## src/pkg/fgr_pkg.sv

```systemverilog
// Purpose: Constants and carriers for the fast A20 / fast reset port block
// Assumes: 50 MHz block clock
// Notes: Host port numbers are used directly as register addresses
package fgr_pkg;

  ////////////////////////////////////////////////////////////////////////////
  // Register map
  localparam logic [7:0] FAST_PORT_ADDR = 8'h92;
  localparam logic [7:0] CONFIG_ADDR = 8'hf0;
  localparam logic [7:0] FAST_PORT_RESET = 8'h24;
  localparam logic [7:0] CONFIG_RESET = 8'h00;

  // Fixed read pattern of the reserved port bits
  localparam logic [7:0] FAST_PORT_FIXED_MASK = 8'hfc;
  localparam logic [7:0] FAST_PORT_FIXED_VAL = 8'h24;

  ////////////////////////////////////////////////////////////////////////////
  // Field positions
  localparam int FAST_RESET_BIT = 0;
  localparam int FAST_A20_BIT = 1;
  localparam int PORT_EN_BIT = 2;
  localparam int KBD_LATCH_SEL_BIT = 3;
  localparam int MOUSE_LATCH_SEL_BIT = 4;
  localparam int RESET_POL_BIT = 5;

  ////////////////////////////////////////////////////////////////////////////
  // Timing
  localparam int CLK_PERIOD_NS = 20;
  localparam int RST_DELAY_NS = 14000;
  localparam int RST_PULSE_NS = 6000;
  localparam int RST_DELAY_CYC = (RST_DELAY_NS + CLK_PERIOD_NS - 1) / CLK_PERIOD_NS;
  localparam int RST_PULSE_CYC = (RST_PULSE_NS + CLK_PERIOD_NS - 1) / CLK_PERIOD_NS;
  localparam int TMR_W = 10;

  ////////////////////////////////////////////////////////////////////////////
  // Carriers
  typedef struct packed {
    logic [7:0] addr;
    logic [7:0] wdata;
    logic wr;
    logic rd;
  } fgr_req_t;

  typedef struct packed {
    logic kbc_reset;
    logic kbc_gate_port_bit;
    logic kbd_irq;
    logic mouse_irq;
  } fgr_kbc_t;

  typedef enum logic [1:0] {
    FGR_IDLE,
    FGR_DELAY,
    FGR_PULSE,
    FGR_DONE
  } fgr_state_t;

endpackage

```

## src/design/fgr_fast_port.sv

```systemverilog
// Purpose: Fast A20 gate and fast CPU reset port with interrupt latch select
// Assumes: Host port accesses arrive as one-cycle strobes on ref_clk
// Notes: Controller signals come from other clock domains and are synchronised
//
// Our own choice: the plain strobed port.
`timescale 1ns/1ns

module fgr_fast_port (
  input wire logic ref_clk,
  input wire logic rst,
  input wire fgr_pkg::fgr_req_t req,
  output logic [7:0] rdata,
  input wire fgr_pkg::fgr_kbc_t kbc,
  output logic fast_reset_n,
  output logic fast_a20,
  output logic kbd_reset_out_n,
  output logic a20_mask_n,
  output logic kbd_irq_out,
  output logic mouse_irq_out
);

  ////////////////////////////////////////////////////////////////////////////
  // Input synchronisers
  fgr_pkg::fgr_kbc_t kbc_s1_r;
  fgr_pkg::fgr_kbc_t kbc_s2_r;

  always_ff @(posedge ref_clk or posedge rst) begin
    if (rst) begin
      kbc_s1_r <= '0;
      kbc_s2_r <= '0;
    end else begin
      kbc_s1_r <= kbc;
      kbc_s2_r <= kbc_s1_r;
    end
  end

  ////////////////////////////////////////////////////////////////////////////
  // Registers
  logic [7:0] cfg_r;
  logic [7:0] cfg_nxt;
  logic a20_r;
  logic a20_nxt;
  logic rst_bit_r;
  logic rst_bit_nxt;

  wire port_en = cfg_r[fgr_pkg::PORT_EN_BIT];
  wire hit_port = (req.addr == fgr_pkg::FAST_PORT_ADDR) && port_en;
  wire hit_cfg = (req.addr == fgr_pkg::CONFIG_ADDR);
  wire wr_port = req.wr && hit_port;
  wire wr_cfg = req.wr && hit_cfg;
  wire rd_port = req.rd && hit_port;
  wire rd_cfg = req.rd && hit_cfg;

  assign cfg_nxt = wr_cfg ? req.wdata : cfg_r;
  assign a20_nxt = wr_port ? req.wdata[fgr_pkg::FAST_A20_BIT] : a20_r;
  assign rst_bit_nxt = wr_port ? req.wdata[fgr_pkg::FAST_RESET_BIT] : rst_bit_r;

  // Port read value with fixed reserved bits
  wire [7:0] port_rd = (fgr_pkg::FAST_PORT_FIXED_VAL & fgr_pkg::FAST_PORT_FIXED_MASK)
                     | {6'h00, a20_r, rst_bit_r};
  wire [7:0] rdata_nxt = rd_port ? port_rd : (rd_cfg ? cfg_r : 8'h00);

  always_ff @(posedge ref_clk or posedge rst) begin
    if (rst) begin
      cfg_r <= fgr_pkg::CONFIG_RESET;
      a20_r <= fgr_pkg::FAST_PORT_RESET[fgr_pkg::FAST_A20_BIT] & 1'b0;
      rst_bit_r <= 1'b0;
      rdata <= 8'h00;
    end else begin
      cfg_r <= cfg_nxt;
      a20_r <= a20_nxt;
      rst_bit_r <= rst_bit_nxt;
      rdata <= rdata_nxt;
    end
  end

  ////////////////////////////////////////////////////////////////////////////
  // Fast reset pulse sequencer
  fgr_pkg::fgr_state_t st_r;
  fgr_pkg::fgr_state_t st_nxt;
  logic [fgr_pkg::TMR_W-1:0] tmr_r;
  logic [fgr_pkg::TMR_W-1:0] tmr_nxt;
  logic pulse_n_r;

  localparam logic [fgr_pkg::TMR_W-1:0] DLY_LAST = fgr_pkg::TMR_W'(fgr_pkg::RST_DELAY_CYC - 1);
  localparam logic [fgr_pkg::TMR_W-1:0] PLS_LAST = fgr_pkg::TMR_W'(fgr_pkg::RST_PULSE_CYC - 1);

  wire trig = rst_bit_r;
  wire dly_done = (tmr_r == DLY_LAST);
  wire pls_done = (tmr_r == PLS_LAST);

  always_comb begin
    st_nxt = st_r;
    tmr_nxt = tmr_r;
    case (st_r)
      fgr_pkg::FGR_IDLE: begin
        tmr_nxt = '0;
        if (trig) begin
          st_nxt = fgr_pkg::FGR_DELAY;
        end
      end
      fgr_pkg::FGR_DELAY: begin
        tmr_nxt = tmr_r + 1'b1;
        if (dly_done) begin
          st_nxt = fgr_pkg::FGR_PULSE;
          tmr_nxt = '0;
        end
      end
      fgr_pkg::FGR_PULSE: begin
        tmr_nxt = tmr_r + 1'b1;
        if (pls_done) begin
          st_nxt = fgr_pkg::FGR_DONE;
          tmr_nxt = '0;
        end
      end
      fgr_pkg::FGR_DONE: begin
        tmr_nxt = '0;
        if (!trig) begin
          st_nxt = fgr_pkg::FGR_IDLE;
        end
      end
      default: begin
        st_nxt = fgr_pkg::FGR_IDLE;
        tmr_nxt = '0;
      end
    endcase
  end

  wire pulse_n_nxt = (st_nxt != fgr_pkg::FGR_PULSE);

  always_ff @(posedge ref_clk or posedge rst) begin
    if (rst) begin
      st_r <= fgr_pkg::FGR_IDLE;
      tmr_r <= '0;
      pulse_n_r <= 1'b1;
    end else begin
      st_r <= st_nxt;
      tmr_r <= tmr_nxt;
      pulse_n_r <= pulse_n_nxt;
    end
  end

  ////////////////////////////////////////////////////////////////////////////
  // Interrupt latches
  logic kbd_prev_r;
  logic mouse_prev_r;
  logic kbd_lat_r;
  logic mouse_lat_r;

  wire kbd_raw = kbc_s2_r.kbd_irq;
  wire mouse_raw = kbc_s2_r.mouse_irq;
  wire kbd_lat_nxt = (kbd_raw && !kbd_prev_r) || (kbd_lat_r && kbd_raw);
  wire mouse_lat_nxt = (mouse_raw && !mouse_prev_r) || (mouse_lat_r && mouse_raw);

  wire kbd_sel = cfg_r[fgr_pkg::KBD_LATCH_SEL_BIT];
  wire mouse_sel = cfg_r[fgr_pkg::MOUSE_LATCH_SEL_BIT];
  wire kbd_irq_nxt = kbd_sel ? kbd_lat_nxt : (kbd_raw && kbd_lat_nxt);
  wire mouse_irq_nxt = mouse_sel ? mouse_lat_nxt : (mouse_raw && mouse_lat_nxt);

  ////////////////////////////////////////////////////////////////////////////
  // CPU-facing outputs
  wire kbc_rst_n = !kbc_s2_r.kbc_reset;
  wire rst_and = pulse_n_nxt && kbc_rst_n;
  wire rst_pol = cfg_r[fgr_pkg::RESET_POL_BIT];
  wire kbd_reset_nxt = rst_pol ? !rst_and : rst_and;
  wire mask_nxt = kbc_s2_r.kbc_gate_port_bit || a20_nxt;

  always_ff @(posedge ref_clk or posedge rst) begin
    if (rst) begin
      kbd_prev_r <= 1'b0;
      mouse_prev_r <= 1'b0;
      kbd_lat_r <= 1'b0;
      mouse_lat_r <= 1'b0;
      kbd_irq_out <= 1'b0;
      mouse_irq_out <= 1'b0;
      fast_reset_n <= 1'b1;
      fast_a20 <= 1'b0;
      kbd_reset_out_n <= 1'b1;
      a20_mask_n <= 1'b0;
    end else begin
      kbd_prev_r <= kbd_raw;
      mouse_prev_r <= mouse_raw;
      kbd_lat_r <= kbd_lat_nxt;
      mouse_lat_r <= mouse_lat_nxt;
      kbd_irq_out <= kbd_irq_nxt;
      mouse_irq_out <= mouse_irq_nxt;
      fast_reset_n <= pulse_n_nxt;
      fast_a20 <= a20_nxt;
      kbd_reset_out_n <= kbd_reset_nxt;
      a20_mask_n <= mask_nxt;
    end
  end

endmodule // fgr_fast_port

```

## config.mk

```make
export PLATFORM = sky130hd
export DESIGN_NAME = fgr_fast_port
export DESIGN_NICKNAME = d
export VERILOG_FILES = /design/src/pkg/fgr_pkg.sv /design/src/design/fgr_fast_port.sv
export SDC_FILE = /design/constraint.sdc
export NUM_CORES = 1
export LEC_CHECK = 0
export BUFFER_PORTS_ARGS = -buffer_cell sky130_fd_sc_hd__buf_2
export CORE_MARGIN = 4
export CORE_UTILIZATION = 48
export DETAILED_ROUTE_END_ITERATION = 10
export HOLD_SLACK_MARGIN = 0.1
export PLACE_DENSITY = 0.79
export SYNTH_ARGS = -nofsm -noshare
export SYNTH_HDL_FRONTEND = slang
export SYNTH_SLANG_ARGS = --single-unit
```

## constraint.sdc

```tcl
create_clock -name ref_clk -period 1.65 [get_ports ref_clk]
set_input_delay 0.2475 -clock ref_clk [delete_from_list [all_inputs] [get_ports ref_clk]]
set_output_delay 0.2475 -clock ref_clk [all_outputs]
set_load 0.005 [all_outputs]
```

# Word level (Yosys, flattened, before mapping)
# Index checks and enable logic that the tools add are counted.
word_totals:
  ff_bits: 47
  in_bits: 24
  elab_cells: 67
op_classes:
  n_addsub: 1
  eq_ne: 8
  n_reduce_logical: 21
  n_mux: 14
op_table:
  columns: ["operator", "count"]
  rows:
  - ["case mux 10 bit (3 select lines)", 1]
  - ["2-to-1 mux 10 bit", 2]
  - ["equality test 8 bit, second input constant", 2]
  - ["2-to-1 mux 8 bit", 2]
  - ["logical AND 1 bit", 12]
  - ["adder 10 x 1 -> 10 bit, second input constant", 1]
  - ["equality test 10 bit, second input constant", 1]
  - ["equality test 10 x 9 -> 1 bit, second input constant", 1]
  - ["2-to-1 mux 2 bit", 4]
  - ["case mux 2 bit (4 select lines)", 1]
  - ["equality test 2 bit, second input constant", 2]
  - ["zero test 1 bit", 4]
  - ["2-to-1 mux 1 bit", 4]
  - ["logical OR 1 bit", 3]
  - ["equality test 2 x 1 -> 1 bit, second input constant", 1]
  - ["zero test 2 bit", 1]
  - ["inequality test 2 bit, second input constant", 1]
  - ["OR reduction 2 bit", 1]

# Logic depth before layout (Yosys ltp)
# Gate-level depths: netlist of the first run.
logic_depth:
  ltp_word: 7
  depth_mapped: 5
  mapped_depth_nobuf: 5

# Worst setup path before layout of the first run
# No wires, ideal clock.
synth_timing:
  path_kind: "register -> register"
  startpoint: "register tmr_r[0] in the netlist's numbering"
  endpoint: "register tmr_r[2] in the netlist's numbering"
  setup_time_ps: 136
  synth_period_minus_slack_ps: 1644
  n_path_buf: 0
  t_arrival_ps: 1508
  t_required_ps: 1514
  stages_incl_launch_ff: 6
  slack_ps: 6
  path_cell_list: "dfrtp_1 -> ha_1 -> nor4bb_1 -> a311oi_1 -> a31oi_2 -> nor2_1"
synth_via:
  elab_chain_len: 3
  elab_cells_between_ends: 6
  classes_between: "add/sub (1); eq/ne (2); mux (3)"
synth_rtl:
  columns: ["element", "line", "text"]
  rows:
  - ["start: declaration", "fgr_fast_port.sv:81", "logic [fgr_pkg::TMR_W-1:0] tmr_r;"]
  - ["start signal: assignment", "fgr_fast_port.sv:138", "tmr_r <= tmr_nxt;"]
  - ["adder 10 x 1 -> 10 bit (tied with other cells)", "fgr_fast_port.sv:103, fgr_fast_port.sv:110", null]
  - ["2-to-1 mux 10 bit (on tied branches)", "fgr_fast_port.sv:111, fgr_fast_port.sv:104", null]
  - ["case mux 10 bit (3 select lines) *", "fgr_fast_port.sv:95", "case (st_r)"]
  - ["net tmr_nxt (one bit)", "fgr_fast_port.sv:82", "logic [fgr_pkg::TMR_W-1:0] tmr_nxt;"]
# The timed path passes the listed nets; every way through them passes the cells marked *.
# A chain may end at the register's enable or synchronous reset.

# Final worst setup path of the first run
layout_timing:
  startpoint: "register tmr_r[6] in the netlist's numbering"
  endpoint: "register tmr_r[9] in the netlist's numbering"
# Same word-level chain as after synthesis.

==> impl_metrics.toml, run 1 <==
[outcome]
status = "finished, final reports clean"

[floorplan]
start_util_pct = 49.9
core-area_sq_um = 3660
io_pins = 38
chipHeight_microns = 69.7
rows = 22
fp.dieW_microns = 69.7
dieArea_sq_um = 4850

[drt]
vias_per_cell = 5.11
first_iter_violations = 88
totalWireLength_mm = 3.53
wl_per_cell_microns = 14.5
drc = 0
drtAntennaViolNets = 0
firstDrtPassIters = 4
vias = 1242

[critical_path]
crit_chain = "nand4bb_1, or3_4, a31oi_4, buf_6, nor2_1"
cp_max_fo = 5
critPathMaxStageDelay_ps = 470
path_delay_family = "simple AND/OR/NAND/NOR gates"
arrival_ps = 1810
crit_path_end_kind = "register"
crit_start = "tmr_r[6]"
start_kind = "register"
worst_r2r_startpoint = "tmr_r[6]"
critPathSlowestCell = "dfrtp_2"
cp_num_buf_inv = 1
required_ps = 1840
worstSetupPathType = "reg -> reg"

[yosys]
yosysUniqueCellTypes = 33
ys_seq_area_share_pct = 64.6
syn_inst = 134
netlist_area_sq_um = 1830
synth-seq-cells = 47
ys.flop_type = "dfrtp_1"
async_flop_share_pct = 100
synth_top_area_share_pct = 61.7
ys_top_cells_by_area = "dfrtp_1 (62%), mux2_4 (6.6%), dfstp_2 (2.9%)"
synth_nets = 159
yosys.area.top_type = "dfrtp_1"
yosys_warnings = 0
synth-edff-count = 0
postSynthAreaPerCell_sq_um = 13.6

[clock_tree]
cts_max_path_buffers = 2
clk_pin_slew_ps = 90
cts_tree = "built"
cts.sinks = 47
cts-root-buf = "clkbuf_8"
cts_buffers = 5
clock_latency_ps = 290
ctsHtreeMaxLevel = 2

[timing]
fmax_ghz = 0.616
rsz0062_at_grt = "yes"
min_period_ps = 1620
post-route-period-util_pct = 98.3
relSlewSlack_pct = 64.8
hold_violations = 0
layout_setup_ws_ps = 27.2
holdWs_ps = 175
slew_viol_final = 0
setup_viol = 0
fin_skew_ps = 4.51
worstMarginPinSlew_ps = 524

[layout]
nFillCells = 281
drive_above_1_share_pct = 42.1
finalNetCount = 219
area_delta_synth_final_pct = 31.0
fin_cells = 243
multi_input_area_sq_um = 692
utilization_pct = 65.3
num_antenna_cells = 0
area.sequential_sq_um = 1180

[global_route]
grt_pass1_wl_mm = 5.77
antenna_found_initial = 0
grt_pass1_vias = 1237
overflow = 0
grt_use_total_pct = 14.9
grt_max_degree = 27

[power]
vdd_drop_max_v = 0.000561
fin_total_pwr_mw = 2.05
p_leak_nw = 1.15
p_per_area_nw_per_um2 = 856

[place]
io_buffers = 37
place_inst = 228
dpl_worst_slack_ps = -62.3
dp_hpwl_mm = 2.39
gp_congestion = 0.727

[hold_path]
hold_start = "req[6]"
hold_path.class = "in -> reg"

[run]
max-cap-violations = 0
[power by group]
group	total, mW	internal [mW]	switching, mW
Sequential	1.20	1.19	0.0163
Clock	0.726	0.342	0.384
Combinational	0.120	0.0660	0.0538
Total	2.05	1.59	0.454
[synthesized netlist by cell type, types with 2 or more instances]
cell type  instances
inv_1              4
nand3_1            4
a22o_1             2
nor2_1            14
a21boi_0           4
xnor2_1            6
nand4_1            2
nor3_1             4
mux2_2             2
nor2b_1            2
xor2_1             3
nand2b_1           2
dfrtp_1           45
dfstp_2            2
mux2_4             8
and2_1             4
nand2_1            6
or3_1              2
a21o_1             3
nor4_1             2
[layout make-up]
class / count / area share, %
Clock buffer: 6 / 3.45
Clock inverter: 2 / 0.680
Inverter: 4 / 0.628
Multi-Input combinational cell: 82 / 28.9
Sequential cell: 47 / 49.3
Tap cell: 48 / 2.51
Timing Repair Buffer: 54 / 14.4
[through the flow]
| step | area, sq um | TNS, ps |
|---|---|---|
| 3_5_place_dp | 2150 | -916 |
| 2_1_floorplan | 1830 | 0 |
| 6_report | 2390 | 0 |
| 5_1_grt | 2390 | -232 |
| 3_3_place_gp | 2150 | -354 |
| 4_1_cts | 2330 | 0 |
[kinds of logic after synthesis]
logic type,share of synthesized area (%)
multiplexers,7.81
AND/OR/NAND/NOR,15.1
buffers and inverters,1.44
flip-flops,64.6
XOR/XNOR,4.32
adder cells (fa/ha/maj),0.685
AO/OA/AOI/OAI,6.10
[registers in the layout, indices dropped and copies added, names as in the netlist, 2 cells and up]
| signal | cells |
|---|---|
| kbc_s1_r | 4 |
| tmr_r | 10 |
| kbc_s2_r | 2 |
| rdata | 8 |
| st_r | 2 |
| cfg_r | 8 |
[layer usage]
metal / part of all wire, % / GRT usage (%)
met1: 39 / 17.3
met4: 1.6 / 6.38
met5: 0 / 0
met2: 54 / 25.7
met3: 4.6 / 4.35
[final timing paths]
check                                   end  slack, ps  depth (start not counted)
worst max-delay path               tmr_r[9]         30                          5
worst min-delay path               cfg_r[4]        170                          2
worst max register to register     tmr_r[9]         30                          5
worst min register to register  kbc_s2_r[3]        350                          0
max in group asynchronous          tmr_r[6]        650                          4
min in group asynchronous       kbc_s1_r[0]        510                          3
[worst register-to-register path: stages, from the launching register on]
cell and delay (ps):
dfrtp_2 470, nand4bb_1 250, or3_4 380, a31oi_4 220
buf_6 150, nor2_1 50
[cells in the final DEF, fill, tap and decap left out, types with 2 or more instances in the layout]
cell type	Yosys	routed
xor2_1	3	3
xnor2_1	6	6
nor2b_1	2	2
mux2_4	8	8
nor4_1	2	2
nand3_1	4	4
nand2_1	6	6
nor4b_4	1	2
and2_1	4	4
nor3_1	4	3
inv_1	4	3
dfrtp_1	45	44
nor2_1	14	13
buf_2	0	37
a21boi_0	4	4
a22o_1	2	2
a21o_1	3	3
dlygate4sd3_1	0	5
clkbuf_8	0	6
dfstp_2	2	2
buf_6	1	2
mux2_2	2	2
nand2b_1	2	2
nand4_1	2	2
buf_4	0	9
[what timing repair did]
action / in CTS / in global routing
buffers inserted: 0 / 1
setup endpoints to repair: 11 / 11
pin swaps: 0 / 4
endpoints found under the hold margin: 23 / 0
gates resized for setup: 7 / 8
hold buffers: 5 / 0
cloned: 0 / 1
No activity file was read; power rests on OpenSTA's default activity.
==> run 2, diff against run 1 <==
==> constraint.sdc (replaced) <==
create_clock -name ref_clk -period 1.3 [get_ports ref_clk]
set_input_delay 0.195 -clock ref_clk [delete_from_list [all_inputs] [get_ports ref_clk]]
set_output_delay 0.195 -clock ref_clk [all_outputs]
set_load 0.005 [all_outputs]
==> impl_metrics.toml, run 2 (synthesis results as in run 1) <==
[timing]
holdWs_ps = 131
worstMarginPinSlew_ps = 473
fin_skew_ps = 3.14
setup_viol = 24
layout_setup_ws_ps = -269
min_period_ps = 1570
post-route-period-util_pct = 121
rsz0062_at_grt = "yes"
hold_violations = 0
relSlewSlack_pct = 68.5
fmax_ghz = 0.637
slew_viol_final = 0

[layout]
top_register = "tmr_r"
area_delta_synth_final_pct = 43.9
layout_common_cells = "dfrtp_1 (45), buf_2 (35), buf_4 (31)"
finalNetCount = 242
num_antenna_cells = 0
drive_above_1_share_pct = 49.5
largest_reg_flops = 10
top_regs = "tmr_r (10), cfg_r (8), rdata (8)"
final_common_cell = "dfrtp_1"

[power]
p_per_area_nw_per_um2 = 953
p_leak_nw = 1.28
vdd_drop_max_v = 0.000596

[outcome]
violations = "setup timing"
status = "finished, violations left"

[place]
gp_congestion = 0.803
dpl_worst_slack_ps = -326
io_buffers = 37
dp_hpwl_mm = 3.01

[drt]
vias = 1366
drc = 0
first_iter_violations = 61
totalWireLength_mm = 4.12
vias_per_cell = 5.14
drtAntennaViolNets = 0
wl_per_cell_microns = 15.5
firstDrtPassIters = 4

[global_route]
grt_pass1_vias = 1505
antenna_found_initial = 0
overflow = 0
grt_pass1_wl_mm = 7.09
grt_max_degree = 22
grt_use_total_pct = 18.7

[critical_path]
start_kind = "register"
arrival_ps = 1780
crit_chain = "ha_2, nor4bb_4, a311oi_4, nor3_2, xor2_1"
worstSetupPathType = "reg -> reg"
required_ps = 1510
crit_path_end_kind = "register"
critPathSlowestCell = "a311oi_4"
critPathMaxStageDelay_ps = 460
cp_max_fo = 4

[clock_tree]
cts_tree = "built"
clk_pin_slew_ps = 80
cts_buffers = 5
clock_latency_ps = 290
cts-root-buf = "clkbuf_8"
cts.sinks = 47
cts_max_path_buffers = 2
ctsHtreeMaxLevel = 2

[floorplan]
start_util_pct = 49.9
rows = 22
dieArea_sq_um = 4850
io_pins = 38
chipHeight_microns = 69.7
fp.dieW_microns = 69.7
core-area_sq_um = 3660

[hold_path]
hold_path.class = "in -> reg"

[run]
max-cap-violations = 0
==> run 2: power breakdown <==
group          switching [mW]  total, mW  internal [mW]
logic                  0.0785      0.177         0.0984
registers              0.0214       1.53           1.51
clock network           0.423      0.800          0.377
total                   0.523       2.50           1.98
==> run 2: through the flow <==
stage | area [sq um] | std cells | TNS (ps) | util [%] | total power, mW
after floorplan | 1880 | 134 | -2940 | - | 1.62
after global placement | 2320 | 245 | -5990 | 63.4 | 1.69
after detailed placement | 2320 | 245 | -7780 | 63.4 | 1.71
after CTS | 2560 | 264 | -2680 | 70.0 | 2.53
after global routing | 2630 | 266 | -4710 | 71.8 | 2.64
final | 2630 | 266 | -2980 | 71.8 | 2.50
==> run 2: layer usage <==
layer / track usage [%] / wire length (microns)
met3: 5.51 / 182
met4: 6.17 / 78
met1: 19.9 / 1530
met5: 0 / 0
met2: 35.0 / 2330
==> run 2: cell type report <==
type,count,area [sq um]
Clock buffer,7,76.3
Timing Repair Buffer,76,514
Inverter,4,18.8
Sequential cell,47,1180
Clock inverter,1,5.00
Fill cell,243,1030
Tap cell,48,60.1
Multi-Input combinational cell,83,774
==> run 2: repair_timing <==
action,CTS,global route
setup buffers,5,3
cloned,1,0
pin swaps,6,8
hold buffers,5,0
endpoints found under the setup margin,24,26
hold endpoints to repair,20,0
gates resized for setup,9,9
==> run 2: final timing paths <==
path,from,endpoint,slack [ps],depth (start not counted)
setup / recovery,tmr_r[1],kbd_reset_out_n,-270,5
min in group asynchronous,rst,cfg_r[1],470,3
hold / removal,req[8],cfg_r[6],130,2
hold reg to reg,kbc_s1_r[2],kbc_s2_r[2],350,0
max in group asynchronous,rst,fast_a20,360,4
setup reg to reg,tmr_r[1],kbd_reset_out_n,-270,5
==> run 2: critical path: cells and delay by family, from the launching register on <==
kind            cells  cell delay [ps]
compound gates      1              460
xor+xnor            1              160
flops               1              390
fa+ha+maj           1              210
simple gates        2              270
==> run 3, diff against run 2 <==
--- a/config.mk
+++ b/config.mk
@@ -11,6 +11,7 @@
 export DETAILED_ROUTE_END_ITERATION = 10
 export HOLD_SLACK_MARGIN = 0.1
 export PLACE_DENSITY = 0.79
+export SETUP_SLACK_MARGIN = 0.2
 export SYNTH_ARGS = -nofsm -noshare
 export SYNTH_HDL_FRONTEND = slang
 export SYNTH_SLANG_ARGS = --single-unit
==> impl_metrics.toml, run 3 (synthesis results as in run 1) <==
[floorplan]
chipHeight_microns = 69.7
rows = 22
io_pins = 38
dieArea_sq_um = 4850
fp.dieW_microns = 69.7
core-area_sq_um = 3660
start_util_pct = 49.9

[clock_tree]
ctsHtreeMaxLevel = 2
clock_latency_ps = 300
cts-root-buf = "clkbuf_8"
cts_max_path_buffers = 2
cts_tree = "built"
cts.sinks = 47
cts_buffers = 5
clk_pin_slew_ps = 80

[outcome]
violations = "setup timing"
status = "finished, violations left"

[timing]
relSlewSlack_pct = 67.9
slew_viol_final = 0
min_period_ps = 1560
setup_viol = 15
rsz0062_at_grt = "yes"
hold_violations = 0
fmax_ghz = 0.642
fin_skew_ps = 7.46
worstMarginPinSlew_ps = 481
holdWs_ps = 122
layout_setup_ws_ps = -257
post-route-period-util_pct = 120

[drt]
firstDrtPassIters = 4
vias = 1352
drc = 0
totalWireLength_mm = 4.21
wl_per_cell_microns = 15.9
first_iter_violations = 101
drtAntennaViolNets = 0
vias_per_cell = 5.12

[layout]
multi_input_area_sq_um = 779
finalNetCount = 240
top_register = "tmr_r"
fin_cells = 264
num_antenna_cells = 0
largest_reg_flops = 10
area_delta_synth_final_pct = 45.0
nFillCells = 230
drive_above_1_share_pct = 48.6
area.sequential_sq_um = 1180
top_regs = "tmr_r (10), cfg_r (8), rdata (8)"
layout_common_cells = "dfrtp_1 (45), buf_2 (34), buf_4 (29)"
final_common_cell = "dfrtp_1"

[critical_path]
worst_r2r_startpoint = "tmr_r[0]"
critPathSlowestCell = "dfrtp_1"
cp_max_fo = 5
arrival_ps = 1740
crit_path_end_kind = "register"
worstSetupPathType = "reg -> reg"
r2r_end = "tmr_r[6]"
cp-endpoint = "tmr_r[6]"
critPathMaxStageDelay_ps = 400
start_kind = "register"
r2r_slack_ps = -260
crit_chain = "ha_4, nor4bb_4, a311oi_4, a31oi_4, nor2_1"
ff2ff_path_depth = 5
required_ps = 1480
crit_start = "tmr_r[0]"

[global_route]
overflow = 0
grt_pass1_vias = 1514
grt_max_degree = 24
grt_use_total_pct = 18.8
grt_pass1_wl_mm = 7.05
antenna_found_initial = 0

[place]
dp_hpwl_mm = 2.96
place_inst = 245
io_buffers = 37
gp_congestion = 0.879

[power]
p_per_area_nw_per_um2 = 990
p_leak_nw = 1.28
fin_total_pwr_mw = 2.62
vdd_drop_max_v = 0.000593

[hold_path]
hold_path.class = "in -> reg"

[run]
max-cap-violations = 0
[run 3: metal layers]
metal	global-route usage [%]	vias up	routed length [microns]
met1	19.8	664	1490
met3	6.81	18	217
met2	33.1	42	2280
met4	9.36	0	212
met5	0	-	0
li1	-	628	-
[run 3: what timing repair did]
action	in CTS	in global routing
pin swaps	10	10
setup endpoints to repair	35	35
resized for setup	8	8
hold buffers	5	0
hold endpoints to repair	18	0
setup buffers	2	3
gates cloned	1	0
[run 3: how the worst min path moves through the flow]
stage	from	endpoint	slack, ps	cells after the start
finish	req[9]	cfg_r[7]	120	2
global route	req[4]	cfg_r[2]	120	2
CTS	req[4]	cfg_r[2]	120	2
detailed placement	rst	kbd_irq_out	210	2
global placement	rst	rdata[3]	200	2
floorplan	rst	a20_mask_n	220	1
[run 3: cell type report]
type	count	share of cell area, %
Multi-Input combinational cell	83	29.5
Clock buffer	7	3.26
Clock inverter	1	0.331
Inverter	4	0.709
Timing Repair Buffer	74	19.4
Tap cell	48	2.27
Sequential cell	47	44.5
[run 3: worst max-delay path: cells and delay by family, from the launching register on]
family / cells / cell delay, ps
AND/OR/NAND/NOR: 2 / 370
AO/OA/AOI/OAI: 2 / 510
flip-flops: 1 / 400
adder cells (fa/ha/maj): 1 / 160
[run 3: metrics by stage]
step                setup slack (ps)  util, %  instance area (sq um)  TNS, ps
finish                          -257     72.3                   2650    -3090
CTS                             -248     70.4                   2580    -2820
detailed placement              -333     64.1                   2350    -7960
floorplan                       -173        -                   1900    -3160
global placement                -282     64.1                   2350    -6500
global route                    -411     72.3                   2650    -4960
[run 3: power breakdown]
group / internal (mW) / switching (mW)
Sequential: 1.51 / 0.0219
Combinational: 0.105 / 0.0842
Clock: 0.435 / 0.467
Total: 2.05 / 0.573
